<file path="src/rtl/itr_pkg.sv">
package itr_pkg;
  // register word addresses, byte offsets as printed
  localparam logic [11:0] ITR_ADDR_CONTROL = 12'h0e00;
  localparam logic [11:0] ITR_ADDR_OBSERVE = 12'h0e04;
  localparam logic [11:0] ITR_ADDR_DRIVE = 12'h0e08;
  // field positions
  localparam int ITR_TEST_EN_BIT = 0;
  localparam int ITR_OBS_WIDTH = 10;
  localparam int ITR_DRV_WIDTH = 9;
  localparam int ITR_DRV_CLK_ACTIVE = 0;
  localparam int ITR_DRV_LP_ACK = 1;
  localparam int ITR_DRV_REQ_IF0 = 2;
  localparam int ITR_DRV_REQ_IF1 = 3;
  localparam int ITR_DRV_IRQ_ALL = 4;
  localparam int ITR_DRV_IRQ_IF0 = 5;
  localparam int ITR_DRV_IRQ_IF1 = 6;
  localparam int ITR_DRV_CORR_IF0 = 7;
  localparam int ITR_DRV_CORR_IF1 = 8;
  // values after reset
  localparam logic ITR_CONTROL_RESET = 1'b0;
  localparam logic [8:0] ITR_DRIVE_RESET = 9'h000;
  localparam logic [31:0] ITR_READ_ZERO = 32'h0000_0000;
  // synchroniser depth for pin inputs
  localparam int ITR_SYNC_STAGES = 3;
endpackage : itr_pkg

</file>
<file path="src/rtl/itr_out_mux.sv">
`timescale 1ns/10ps
`default_nettype none
module itr_out_mux
#(
  parameter int WIDTH = 9
)
(
  // select and sources
  input wire logic test_en_i,
  input wire logic [WIDTH-1:0] func_i,
  input wire logic [WIDTH-1:0] drive_i,
  // pins
  output logic [WIDTH-1:0] pin_o
);
  // test value replaces functional value while test mode is on
  assign pin_o = test_en_i ? drive_i : func_i;
endmodule : itr_out_mux
`default_nettype wire

</file>
<file path="src/rtl/itr_regs.sv">
// Notes on behaviour
// - control bit 0 enables test logic; control resets to zero
// - control bits 31:1 read as zero; software writes them zero
// - when test disabled, observe and drive ignore writes, read zero
// - observe bits 0..9 return live levels of listed input pins
// - observe register reset value follows the tie-off inputs; here the synchronised levels reset to zero
// - drive bits 0..6 each set one output pin
// - drive bits 7,8 drive correction irqs, only with correction support
// - registers decode at 0xE00 control, 0xE04 observe, 0xE08 drive
// - registers unreachable while controller held in reset
// - interface 1 bits work only in dual-interface builds
`timescale 1ns/10ps
`default_nettype none
module itr_regs
#(
  parameter bit DUAL_IF = 1'b1,
  parameter bit HAS_CORRECTION = 1'b1
)
(
  // clock, reset, enable
  input wire logic clk_i,
  input wire logic rst_i,
  input wire logic ce_i,
  // register port
  input wire logic [11:0] addr_i,
  input wire logic [31:0] wdata_i,
  input wire logic wr_i,
  input wire logic rd_i,
  output logic [31:0] rdata_o,
  // observed pins
  input wire logic lp_request_i,
  input wire logic shared_bus_select_i,
  input wire logic shared_bus_grant_if0_i,
  input wire logic shared_bus_backoff_if0_i,
  input wire logic busclk_sync_tie_if0_i,
  input wire logic memclk_sync_tie_if0_i,
  input wire logic shared_bus_grant_if1_i,
  input wire logic shared_bus_backoff_if1_i,
  input wire logic busclk_sync_tie_if1_i,
  input wire logic memclk_sync_tie_if1_i,
  // functional values of controllable outputs
  input wire logic [8:0] func_out_i,
  // controllable outputs
  output logic clk_active_o,
  output logic lp_ack_o,
  output logic shared_bus_request_if0_o,
  output logic shared_bus_request_if1_o,
  output logic combined_irq_o,
  output logic iface0_irq_o,
  output logic iface1_irq_o,
  output logic iface0_correction_irq_o,
  output logic iface1_correction_irq_o,
  // test mode state
  output logic test_en_o
);
  logic test_en;
  logic [8:0] drive;
  logic [31:0] rdata;
  logic [9:0] raw_pins;
  logic [9:0] obs_live;
  logic [8:0] drive_mask;
  logic [8:0] pins;

  // pin bundle in observe bit order
  assign raw_pins = {memclk_sync_tie_if1_i, busclk_sync_tie_if1_i,
    shared_bus_backoff_if1_i, shared_bus_grant_if1_i,
    memclk_sync_tie_if0_i, busclk_sync_tie_if0_i,
    shared_bus_backoff_if0_i, shared_bus_grant_if0_i,
    shared_bus_select_i, lp_request_i};

  // pins come from outside the clock domain, so filter each
  genvar g;
  generate
    for (g = 0; g < itr_pkg::ITR_OBS_WIDTH; g++)
    begin : g_sync
      itr_sync u_sync
      (
        .clk_i(clk_i),
        .rst_i(rst_i),
        .ce_i(ce_i),
        .pin_i(raw_pins[g]),
        .level_o(obs_live[g])
      );
    end
  endgenerate

  // absent interface 1 / correction bits are not implemented
  assign drive_mask = {HAS_CORRECTION & DUAL_IF, HAS_CORRECTION,
    DUAL_IF, 2'b11, DUAL_IF, 3'b111};

  // address decode; whole block in reset answers nothing
  logic hit_ctl;
  logic hit_obs;
  logic hit_drv;
  assign hit_ctl = (addr_i == itr_pkg::ITR_ADDR_CONTROL);
  assign hit_obs = (addr_i == itr_pkg::ITR_ADDR_OBSERVE);
  assign hit_drv = (addr_i == itr_pkg::ITR_ADDR_DRIVE);

  // next read word; drive is write-only, so it reads zero
  logic [31:0] next_rdata;
  assign next_rdata = hit_ctl ? {31'h0000_0000, test_en}
    : (hit_obs && test_en)
      ? {22'h00_0000, obs_live & {DUAL_IF, DUAL_IF, DUAL_IF, DUAL_IF,
        6'h3f}}
      : itr_pkg::ITR_READ_ZERO;

  // control and drive registers; reset blocks all access
  always_ff @(posedge clk_i or posedge rst_i)
  begin
    if (rst_i)
    begin
      test_en <= itr_pkg::ITR_CONTROL_RESET;
      drive <= itr_pkg::ITR_DRIVE_RESET;
    end
    else if (ce_i && wr_i)
    begin
      if (hit_ctl)
        test_en <= wdata_i[itr_pkg::ITR_TEST_EN_BIT];
      if (hit_drv && test_en)
        drive <= wdata_i[8:0] & drive_mask;
    end
  end

  // read data stands one cycle after the strobe, then clears
  always_ff @(posedge clk_i or posedge rst_i)
  begin
    if (rst_i)
      rdata <= itr_pkg::ITR_READ_ZERO;
    else if (ce_i)
      rdata <= rd_i ? next_rdata : itr_pkg::ITR_READ_ZERO;
  end
  assign rdata_o = rdata;
  assign test_en_o = test_en;

  // output override; functional path restored when disabled
  logic [8:0] func_masked;
  assign func_masked = func_out_i & drive_mask;
  itr_out_mux #(.WIDTH(itr_pkg::ITR_DRV_WIDTH)) u_mux
  (
    .test_en_i(test_en),
    .func_i(func_masked),
    .drive_i(drive),
    .pin_o(pins)
  );

  // pin mapping of drive bits
  assign clk_active_o = pins[itr_pkg::ITR_DRV_CLK_ACTIVE];
  assign lp_ack_o = pins[itr_pkg::ITR_DRV_LP_ACK];
  assign shared_bus_request_if0_o = pins[itr_pkg::ITR_DRV_REQ_IF0];
  assign shared_bus_request_if1_o = pins[itr_pkg::ITR_DRV_REQ_IF1];
  assign combined_irq_o = pins[itr_pkg::ITR_DRV_IRQ_ALL];
  assign iface0_irq_o = pins[itr_pkg::ITR_DRV_IRQ_IF0];
  assign iface1_irq_o = pins[itr_pkg::ITR_DRV_IRQ_IF1];
  assign iface0_correction_irq_o = pins[itr_pkg::ITR_DRV_CORR_IF0];
  assign iface1_correction_irq_o = pins[itr_pkg::ITR_DRV_CORR_IF1];

  // checks
  property p_read_latency;
    @(posedge clk_i) disable iff (rst_i)
    (ce_i && rd_i && hit_ctl) |=> (rdata_o == {31'h0, $past(test_en)});
  endproperty
  a_read_latency: assert property (p_read_latency)
    else $error("control read data wrong");

  property p_upper_zero;
    @(posedge clk_i) disable iff (rst_i)
    rdata_o[31:10] == 22'h0;
  endproperty
  a_upper_zero: assert property (p_upper_zero)
    else $error("upper read bits not zero");

  property p_disabled_zero;
    @(posedge clk_i) disable iff (rst_i)
    (ce_i && rd_i && !test_en && (hit_obs || hit_drv)) |=> rdata_o == 32'h0;
  endproperty
  a_disabled_zero: assert property (p_disabled_zero)
    else $error("read nonzero while test disabled");

  property p_write_ignored;
    @(posedge clk_i) disable iff (rst_i)
    (ce_i && wr_i && hit_drv && !test_en) |=> $stable(drive);
  endproperty
  a_write_ignored: assert property (p_write_ignored)
    else $error("drive written while test disabled");

  property p_observe;
    @(posedge clk_i) disable iff (rst_i)
    (ce_i && rd_i && hit_obs && test_en) |=>
      rdata_o[5:0] == $past(obs_live[5:0]);
  endproperty
  a_observe: assert property (p_observe)
    else $error("observe data wrong");

  property p_drive_write;
    @(posedge clk_i) disable iff (rst_i)
    (ce_i && wr_i && hit_drv && test_en) |=>
      lp_ack_o == $past(wdata_i[1]);
  endproperty
  a_drive_write: assert property (p_drive_write)
    else $error("drive bit not on pin");

  property p_override;
    @(posedge clk_i) disable iff (rst_i)
    !test_en |-> pins == (func_out_i & drive_mask);
  endproperty
  a_override: assert property (p_override)
    else $error("functional value not restored");

  property p_if1_absent;
    @(posedge clk_i) disable iff (rst_i)
    !DUAL_IF |-> (rdata_o[9:6] == 4'h0 && !iface1_irq_o);
  endproperty
  a_if1_absent: assert property (p_if1_absent)
    else $error("interface 1 bit active in single build");

  property p_one_cycle;
    @(posedge clk_i) disable iff (rst_i)
    (ce_i && !rd_i) |=> rdata_o == 32'h0;
  endproperty
  a_one_cycle: assert property (p_one_cycle)
    else $error("read data held too long");

  // control write lands next cycle
  property p_ctl_write;
    @(posedge clk_i) disable iff (rst_i)
    (ce_i && wr_i && hit_ctl) |=> test_en == $past(wdata_i[0]);
  endproperty
  a_ctl_write: assert property (p_ctl_write)
    else $error("control write not taken");

  // undefined control bits never leak into read data
  property p_ctl_upper;
    @(posedge clk_i) disable iff (rst_i)
    (ce_i && rd_i && hit_ctl) |=> rdata_o[31:1] == 31'h0;
  endproperty
  a_ctl_upper: assert property (p_ctl_upper)
    else $error("control upper bits not zero");

  // interface 1 observe bits follow pins only in dual builds
  property p_if1_observe;
    @(posedge clk_i) disable iff (rst_i)
    (ce_i && rd_i && hit_obs && test_en) |=>
      rdata_o[9:6] == ($past(obs_live[9:6]) & {4{DUAL_IF}});
  endproperty
  a_if1_observe: assert property (p_if1_observe)
    else $error("interface 1 observe bits wrong");

  // pin order checked apart from the package field map
  property p_pin_map;
    @(posedge clk_i) disable iff (rst_i)
    test_en |-> {iface1_correction_irq_o, iface0_correction_irq_o,
      iface1_irq_o, iface0_irq_o, combined_irq_o, shared_bus_request_if1_o,
      shared_bus_request_if0_o, lp_ack_o, clk_active_o} == drive;
  endproperty
  a_pin_map: assert property (p_pin_map)
    else $error("drive bit on wrong pin");

  // correction pins stay low without correction support
  property p_corr_absent;
    @(posedge clk_i) disable iff (rst_i)
    !HAS_CORRECTION |-> !iface0_correction_irq_o && !iface1_correction_irq_o;
  endproperty
  a_corr_absent: assert property (p_corr_absent)
    else $error("correction pin active without support");

  // drive and unmapped words read zero
  property p_unmapped_read;
    @(posedge clk_i) disable iff (rst_i)
    (ce_i && rd_i && !hit_ctl && !hit_obs) |=> rdata_o == 32'h0;
  endproperty
  a_unmapped_read: assert property (p_unmapped_read)
    else $error("write-only or unmapped word read nonzero");

  // only the drive word reaches the drive register
  property p_unmapped_write;
    @(posedge clk_i) disable iff (rst_i)
    (ce_i && wr_i && !hit_drv) |=> $stable(drive);
  endproperty
  a_unmapped_write: assert property (p_unmapped_write)
    else $error("drive changed by another word");

  // first edge after reset sees reset values
  property p_reset_values;
    @(posedge clk_i) disable iff (rst_i)
    $fell(rst_i) |-> (!test_en && drive == itr_pkg::ITR_DRIVE_RESET &&
      rdata_o == 32'h0);
  endproperty
  a_reset_values: assert property (p_reset_values)
    else $error("state not cleared by reset");

  // low enable freezes every register
  property p_freeze;
    @(posedge clk_i) disable iff (rst_i)
    !ce_i |=> ($stable(test_en) && $stable(drive) && $stable(rdata_o));
  endproperty
  a_freeze: assert property (p_freeze)
    else $error("state moved while enable low");

  c_enable: cover property (@(posedge clk_i) disable iff (rst_i)
    $rose(test_en));
  c_obs_read: cover property (@(posedge clk_i) disable iff (rst_i)
    ce_i && rd_i && hit_obs && test_en);
  c_drive: cover property (@(posedge clk_i) disable iff (rst_i)
    ce_i && wr_i && hit_drv && test_en);
  c_exit: cover property (@(posedge clk_i) disable iff (rst_i)
    $fell(test_en) && lp_ack_o == 1'b0);
  c_freeze: cover property (@(posedge clk_i) disable iff (rst_i)
    !ce_i && wr_i && hit_drv);
endmodule : itr_regs
`default_nettype wire

</file>
<file path="src/rtl/itr_sync.sv">
`timescale 1ns/10ps
`default_nettype none
module itr_sync
(
  // clock and reset
  input wire logic clk_i,
  input wire logic rst_i,
  input wire logic ce_i,
  // pin and filtered level
  input wire logic pin_i,
  output logic level_o
);
  // last stage index; the last two stages vote on a change
  localparam int LAST = itr_pkg::ITR_SYNC_STAGES - 1;
  logic [LAST:0] stage;
  logic level;

  // three stage flops and a level flop; change accepted when the last two stages agree
  always_ff @(posedge clk_i or posedge rst_i)
  begin
    if (rst_i)
    begin
      stage <= '0;
      level <= 1'b0;
    end
    else if (ce_i)
    begin
      stage <= {stage[LAST-1:0], pin_i};
      if (stage[LAST-1] == stage[LAST])
        level <= stage[LAST];
    end
  end

  assign level_o = level;
endmodule : itr_sync
`default_nettype wire

</file>
<file path="config.mk">
export PLATFORM = sky130hd
export DESIGN_NAME = itr_regs
export DESIGN_NICKNAME = d
export VERILOG_FILES = /design/src/rtl/itr_pkg.sv /design/src/rtl/itr_out_mux.sv /design/src/rtl/itr_regs.sv /design/src/rtl/itr_sync.sv
export SDC_FILE = /design/constraint.sdc
export NUM_CORES = 1
export LEC_CHECK = 0
export BUFFER_PORTS_ARGS = -buffer_cell sky130_fd_sc_hd__buf_2
export CORE_ASPECT_RATIO = 1.1
export CORE_MARGIN = 5
export CORE_UTILIZATION = 30
export CTS_BUF_LIST = sky130_fd_sc_hd__clkbuf_4 sky130_fd_sc_hd__clkbuf_8
export DETAILED_ROUTE_END_ITERATION = 8
export SYNTH_ARGS = -nofsm -noshare
export SYNTH_HDL_FRONTEND = slang
export SYNTH_SLANG_ARGS = --single-unit
export TNS_END_PERCENT = 5
</file>
<file path="constraint.sdc">
create_clock -name clk_i -period 6.6 [get_ports clk_i]
set_input_delay 1.98 -clock clk_i [delete_from_list [all_inputs] [get_ports clk_i]]
set_output_delay 1.98 -clock clk_i [all_outputs]
set_load 0.005 [all_outputs]
</file>
**Word-level counts from Yosys, hierarchy flattened**

Index checks and enable logic that the tools add are counted.

- Bits in registers: 82
- Input bits: 68
- Output and inout bits: 42

- Equality and inequality tests: 13
- Mux-type cells: 4
- Reductions and logical operators: 15

Operators with widths:

| kind | count |
|---|---|
| == test 12 bit (second input constant) | 3 |
| 2-to-1 mux 10 bit | 3 |
| AND reduction 2 bit | 12 |
| == test 1 bit | 10 |
| 2-to-1 mux 9 bit | 1 |
| logical AND 1 bit | 3 |

**Depth between registers and ports, before layout**

Gate-level depths: netlist (run 1).

- Depth in word-level cells: 5
- Depth in mapped cells: 6

**By module**

From an unflattened synthesis (run 1), not the netlist that was laid out.

- Cells, all modules: 223
- Area total of the unflattened synthesis: 2,743.9 um2

Modules (own cells, without submodules):

| module | times used | cells each | area each (um2) | seq. area each (um2) |
|---|---|---|---|---|
| itr_sync | 10 | 13 | 158.9 | 100.1 |
| itr_regs | 1 | 83 | 1,008.5 | 500.5 |
| itr_out_mux | 1 | 10 | 146.4 | 0.0 |

**Worst setup path before layout (run 1)**

OpenSTA, ideal clock, no wires.

- Kind: input to output
- From: input port func_out_i[0]
- To: output port clk_active_o
- Arrival: 2,232 ps
- Data required time: 4,620 ps
- Slack: 2,388 ps
- Stages on the path: 1
- Buffers on the path: 0
- Path through: mux2_2

- Cells in the longest elaborated chain, start to end: 1

Ends and longest elaborated chain:

| element | line | text |
|---|---|---|
| start: declaration | itr_regs.sv:42 | `input wire logic [8:0] func_out_i,` |
| 2-to-1 mux 9 bit | itr_out_mux.sv:16 | `assign pin_o = test_en_i ? drive_i : func_i;` |
| end: declaration | itr_regs.sv:44 | `output logic clk_active_o,` |

No other way between the ends.

**Final worst setup path (run 1)**

- From: input port func_out_i[1]
- To: output port lp_ack_o

- Cells in the longest elaborated chain, start to end: 1

Ends and longest elaborated chain:

| element | line | text |
|---|---|---|
| 2-to-1 mux 9 bit | itr_out_mux.sv:16 |  |
| end: declaration | itr_regs.sv:45 | `output logic lp_ack_o,` |

No other way between the ends.

==> qor.txt, run 1 <==
Core ar. = 8452 sq um
initial core utilization = 31.00%
status = finished, final reports clean
Peak VDD IR = 0.06684 mV
antenna violations before repair = 0
Max transition margin = 33.77%
Top FF cell, synth = dfrtp_1
switching power = 0.2162 mW
Inserted Diodes = 0
Post-CTS Setup Inserts = 0
Setup WS post-layout = 2168 ps
power per cell area = 266.1 nW/um^2
Max H-tree Level = 3
startpoint types = input pin
min Tclk post-route = 4432 ps
clk buf depth = 2
vias post-DR = 1,751
fin cells = 395
Power Total = 0.8340 mW
CTS tree = done
CTS Root Cell = clkbuf_8
layout cell share with drive strength beyond 1 = 42.96%
cell area after layout = 3134 sq um
Yosys top cell area share = 57.31%
Hold Crit Class = register to register
die area = 10,700 sq um
register share of total power = 54.0%
HPWL Detailed = 3577 um
chip width = 99.11 um
Worst-path clk slew = 60 ps
Post-Place Cells = 380
Post-synth EDFFs = 0
sw frac = 25.92%
Tot GR Track Use = 9.780%
yosys warns = 0
crit-path most repeated cell = buf_2
DRT antenna net count = 0
setup violators final = 0
Unique masters post-synth = 21
crit-path cells = buf_2 -> mux2_2 -> buf_2
total CTS buffers = 9
Ports = 110
Register Area = 1501 sq um
CP max stage delay = 240 ps
DR WL met3 = 482 um
drt first pass iters = 4
max_cap viols = 0
final wirelength = 5081 um
area post-placement = 2958 sq um
Post-synth top cells = 60 x dfrtp_1, 39 x mux2_2, 30 x o21ai_0, 23 x buf_4, 12 x inv_1
vias in the first global route = 1,718
synthesized cell area = 2620 sq um
Leakage = 1.559 nW
fin util = 37.08%
first-pass GRT wire length = 8280 um
wire per inst = 12.86 um
Synth area leaders = dfrtp_1 57%, mux2_2 17%, buf_4 6.6%
gate count after technology mapping = 215
share of the yosys chip area belonging to registers = 57.31%
Clock Skew = 5.713 ps
Place WS = 2168 ps
hold slack = 499.6 ps
cell with the most instances after synthesis = dfrtp_1
CTS Sinks = 60
cell-internal power = 0.6179 mW
Crit. End Element = output pin
Nets = 348
Final Cycle Share = 67.15%
met2 WL = 2269 um
CP max-delay cell = mux2_2
CP Data Required Time = 4620 ps
metal1 wirelength = 2228 um
Cell Rows = 35
FILL cells = 838
Area Growth Syn to Fin = 19.63%
logic gate share of total power = 11.4%
final hold vios = 0
CP arrival = 2450 ps
Yosys reg bits = 60
port bufs = 64
GRT overflow = 0
Syn Area/Cell = 12.19 sq um
GPL Wtd Cong = 0.7375
hold buffer count at CTS = 0
Max FO, Critical Path = 1
ys async rst share = 100.0%
FMAX = 225.6 MHz
# resized after CTS = 0
clock network power share = 34.6%
Slew Limit Fails = 0
Top Metal Used = met4
cell taking the most area after synthesis = dfrtp_1
WS Path Type = input pin to output pin
critical path's top delay family = multiplexers
1st-iter DRT viols = 49
worst slew pin tran = 993.5 ps
WP buf/inv = 2
Total Negative Setup Slacks = 0 ps
largest net degree at the start of global routing = 61
Vias/cell = 4.433
clock insertion delay at the later pin of the skew report = 330 ps
Die H = 108.0 um
Multi-input gate area = 944.7 sq um
RSZ-0062 raised after global routing = no
detailed-route DRC error count = 0
## path summary, 6_finish.rpt
path	start	end	slack, ps	cells after the start
max reg2reg	test_en_o	rdata_o[7]	5110	2
min	drive[1]	drive[1]	500	1
max	func_out_i[1]	lp_ack_o	2170	3
min in group asynchronous	rst_i	drive[0]	1860	3
min reg2reg	drive[1]	drive[1]	500	1
max in group asynchronous	rst_i	rdata_o[0]	4250	3
## layer usage
metal | up-vias | GRT usage, %
li1 | 835 | -
met1 | 839 | 12.22
met2 | 67 | 14.78
met3 | 10 | 3.484
met4 | 0 | 5.268
met5 | - | 0
## cell usage in the layout, fill, tap and decap left out, drive strengths merged, types with 9 or more instances in the layout
cell / netlist / layout
inv: 12 / 12
a21oi: 10 / 10
conb: 1 / 22
mux2: 39 / 39
nand2: 10 / 10
dfrtp: 60 / 60
o21ai: 30 / 30
buf: 24 / 65
a22o: 9 / 9
clkbuf: 8 / 11
## power by group through the flow
stage / Combinational, mW / Clock, mW / Sequential [mW]
6_report: 0.0947 / 0.289 / 0.451
3_5_place_dp: 0.0967 / 0 / 0.458
5_1_grt: 0.113 / 0.322 / 0.459
3_3_place_gp: 0.0900 / 0 / 0.455
2_1_floorplan: 0.0785 / 0 / 0.448
4_1_cts: 0.0969 / 0.306 / 0.451
## cells by family after synthesis
logic type / Yosys count / synth area share [%]
compound gates: 50 / 11.03
simple gates: 21 / 5.110
other cells: 1 / 0.1431
buf+inv: 44 / 9.647
mux: 39 / 16.76
flops: 60 / 57.31
## area by class of cell
cell class | count | share of cell area, %
clock buffers | 11 | 4.830
inverters | 12 | 1.437
clock inverters | 4 | 0.7984
multi-input cells | 132 | 30.14
flip-flops and latches | 60 | 47.90
repair buffers | 65 | 10.46
well taps | 111 | 4.431
## worst reg2reg max path: stages (launching register included)
cell and delay (ps):
dfrtp_1 700, and3_1 520, a22o_1 210
## state kept, by name (all words and copies together) (netlist names)
register               count
g_sync.u_sync.level_o     10
rdata_o                   10
test_en_o                  1
g_sync.u_sync.stage       30
drive                      9
Power figures use the tool's default switching activity.
==> run 2, diff against run 1 <==
Settings changed: ABC_AREA set to 1.
Clock period 6.6 ns to 3.9 ns, I/O delays scaled along.
==> run 2 against run 1 <==
Sequential power increased by 58%. Wire length is 7.7% higher. Die area up 3.1%. Critical path depth did not move. Cell area grew 3.2%. Clock-buffer cell count stayed put. Cell count grew 24%. Non-clock buffer count up 1.
==> qor.txt, run 2 <==
status = finished, final reports clean
clk buf depth = 2 (unchanged)
Max transition margin = 52.58% (+19 points)
Top FF cell, synth = dfrtp_1
Post-synth EDFFs = 0 (unchanged)
Nets = 438 (+26%)
synthesized cell area = 2710 sq um (+3.4%)
FMAX = 355.5 MHz
Vias/cell = 4.280 (-3.4%)
Yosys reg bits = 60 (unchanged)
CTS tree = done
WS Path Type = input pin to output pin
port bufs = 64 (unchanged)
gate count after technology mapping = 305 (+42%)
share of the yosys chip area belonging to registers = 55.40% (-1.9 points)
Largest register FFs = 30 (unchanged)
Max H-tree Level = 3 (unchanged)
Final Cycle Share = 72.12%
Unique masters post-synth = 23 (+9.5%)
Post-synth top cells = 100 x nand2_1, 60 x dfrtp_1, 25 x nor2_1, 24 x buf_4, 22 x inv_1
Max FO, Critical Path = 1 (unchanged)
Die H = 109.7 um (+1.5%)
power per cell area = 412.7 nW/um^2 (+55%)
Total Negative Setup Slacks = 0 ps (unchanged)
Area Growth Syn to Fin = 19.30%
Core ar. = 8828 sq um (+4.5%)
Ports = 110 (unchanged)
GPL Wtd Cong = 0.7616 (+3.3%)
drt first pass iters = 4 (unchanged)
most frequent cells in the layout = 100 x nand2_1, 64 x buf_2, 60 x dfrtp_1
Leakage = 1.782 nW (+14%)
cell taking the most area after synthesis = dfrtp_1
wire per inst = 11.19 um (-13%)
HPWL Detailed = 3915 um (+9.4%)
RSZ-0062 raised after global routing = no
CP Data Required Time = 2730 ps (-1890 ps)
Tot GR Track Use = 10.35% (+0.57 points)
antenna violations before repair = 0 (unchanged)
vias in the first global route = 2,058 (+20%)
ys async rst share = 100.0% (unchanged)
Register Area = 1501 sq um (unchanged)
CTS Sinks = 60 (unchanged)
CTS Root Cell = clkbuf_8
first-pass GRT wire length = 9101 um (+9.9%)
Syn Area/Cell = 8.886 sq um (-27%)
Multi-input gate area = 982.2 sq um (+4.0%)
die area = 11,040 sq um (+3.1%)
largest net degree at the start of global routing = 43 (-30%)
worst slew pin tran = 710.3 ps (-283.1 ps)
CP arrival = 1640 ps (-810 ps)
startpoint types = input pin
min Tclk post-route = 2813 ps
Cell Rows = 36 (+2.9%)
initial core utilization = 30.70% (-0.30 points)
final wirelength = 5470 um (+7.7%)
DRT antenna net count = 0 (unchanged)
Clock Skew = 3.863 ps (-1.850 ps)
Yosys top cell area share = 55.40% (-1.9 points)
hold buffer count at CTS = 0 (unchanged)
max_cap viols = 0 (unchanged)
final hold vios = 0 (unchanged)
hold slack = 469.5 ps (-30.11 ps)
cell with the most instances after synthesis = nand2_1
clock insertion delay at the later pin of the skew report = 330 ps (about the same)
vias post-DR = 2,093 (+20%)
Hold Crit Class = register to register
chip width = 100.6 um (+1.5%)
Synth area leaders = dfrtp_1 55%, nand2_1 14%, buf_4 6.6%
Peak VDD IR = 0.1630 mV (+140%)
Post-CTS Setup Inserts = 0 (unchanged)
R2R setup slack = 2230 ps (-2880 ps)
Worst-path clk slew = 60 ps (about the same)
layout cell share with drive strength beyond 1 = 26.13% (-17 points)
setup violators final = 0 (unchanged)
Power Total = 1.334 mW (+60%)
GRT overflow = 0 (unchanged)
yosys warns = 0 (unchanged)
1st-iter DRT viols = 78 (+59%)
Slew Limit Fails = 0 (unchanged)
detailed-route DRC error count = 0 (unchanged)
Inserted Diodes = 0 (unchanged)
Largest Register = g_sync.u_sync.stage
FILL cells = 938 (+12%)
total CTS buffers = 9 (unchanged)
Crit. End Element = output pin
# resized after CTS = 0 (unchanged)
most common cell after layout, fill and taps aside = nand2_1
-- run 2: cell types whose count changed after synthesis, sizes merged, moves of 3 or more --
cell and change:
nand3 +13, inv +11, a22o -9, clkbuf -3, a21oi -10, buf +4
mux2 -30, o21ai -6, o211ai +7, nand2 +92, nor2 +25
-- run 2: cell type report --
class                   instances  share of cell area [%]
flip-flops and latches         60                   46.44
multi-input cells             210                   30.38
repair buffers                 66                   10.76
clock buffers                  11                   4.489
well taps                     114                   4.412
inverters                      23                   2.670
clock inverters                 5                  0.8514
-- run 2: worst max-delay path, cell delays in order --
cell,delay (ps)
buf_2,100
mux2_2,250
buf_2,130
-- run 2: path summary, 6_finish.rpt --
kind / cells past startpoint / from / end
setup / recovery: 3 / func_out_i[3] / shared_bus_request_if1_o
hold / removal: 2 / g_sync[3].u_sync.stage[0] / g_sync[3].u_sync.stage[0]
setup reg to reg: 5 / test_en_o / drive[6]
hold reg to reg: 2 / g_sync[3].u_sync.stage[0] / g_sync[3].u_sync.stage[0]
max in group asynchronous: 3 / rst_i / rdata_o[9]
min in group asynchronous: 2 / rst_i / drive[4]
-- run 2: layer usage --
metal / up-vias / global-route usage [%] / share of wire, %
met5: - / 0 / 0
met4: 0 / 4.909 / 1.3
met2: 73 / 17.45 / 47
met1: 962 / 12.24 / 43
li1: 1051 / - / -
met3: 7 / 2.728 / 8.5
-- run 2: per-stage QoR --
stage | instance area (sq um) | worst slack [ps] | utilization, % | cells
final | 3233 | 1087 | 36.62 | 489
after global routing | 3233 | 1067 | 36.62 | 489
after CTS | 3233 | 1082 | 36.62 | 489
after detailed placement | 3060 | 1086 | 34.67 | 473
after global placement | 3060 | 1090 | 34.67 | 473
after floorplan | 2789 | 1245 | - | 326
-- run 2: cell families after synthesis --
logic type | synth area share (%)
flops | 55.40
mux | 3.740
other cells | 0.1384
simple gates | 22.21
compound gates | 7.248
buf+inv | 11.26
-- run 2: power breakdown --
part | switching, mW | internal [mW] | leakage (nW)
Clock | 0.235 | 0.250 | 0.0923
Sequential | 0.0321 | 0.679 | 0.777
Combinational | 0.0826 | 0.0559 | 0.913
Total | 0.349 | 0.985 | 1.78
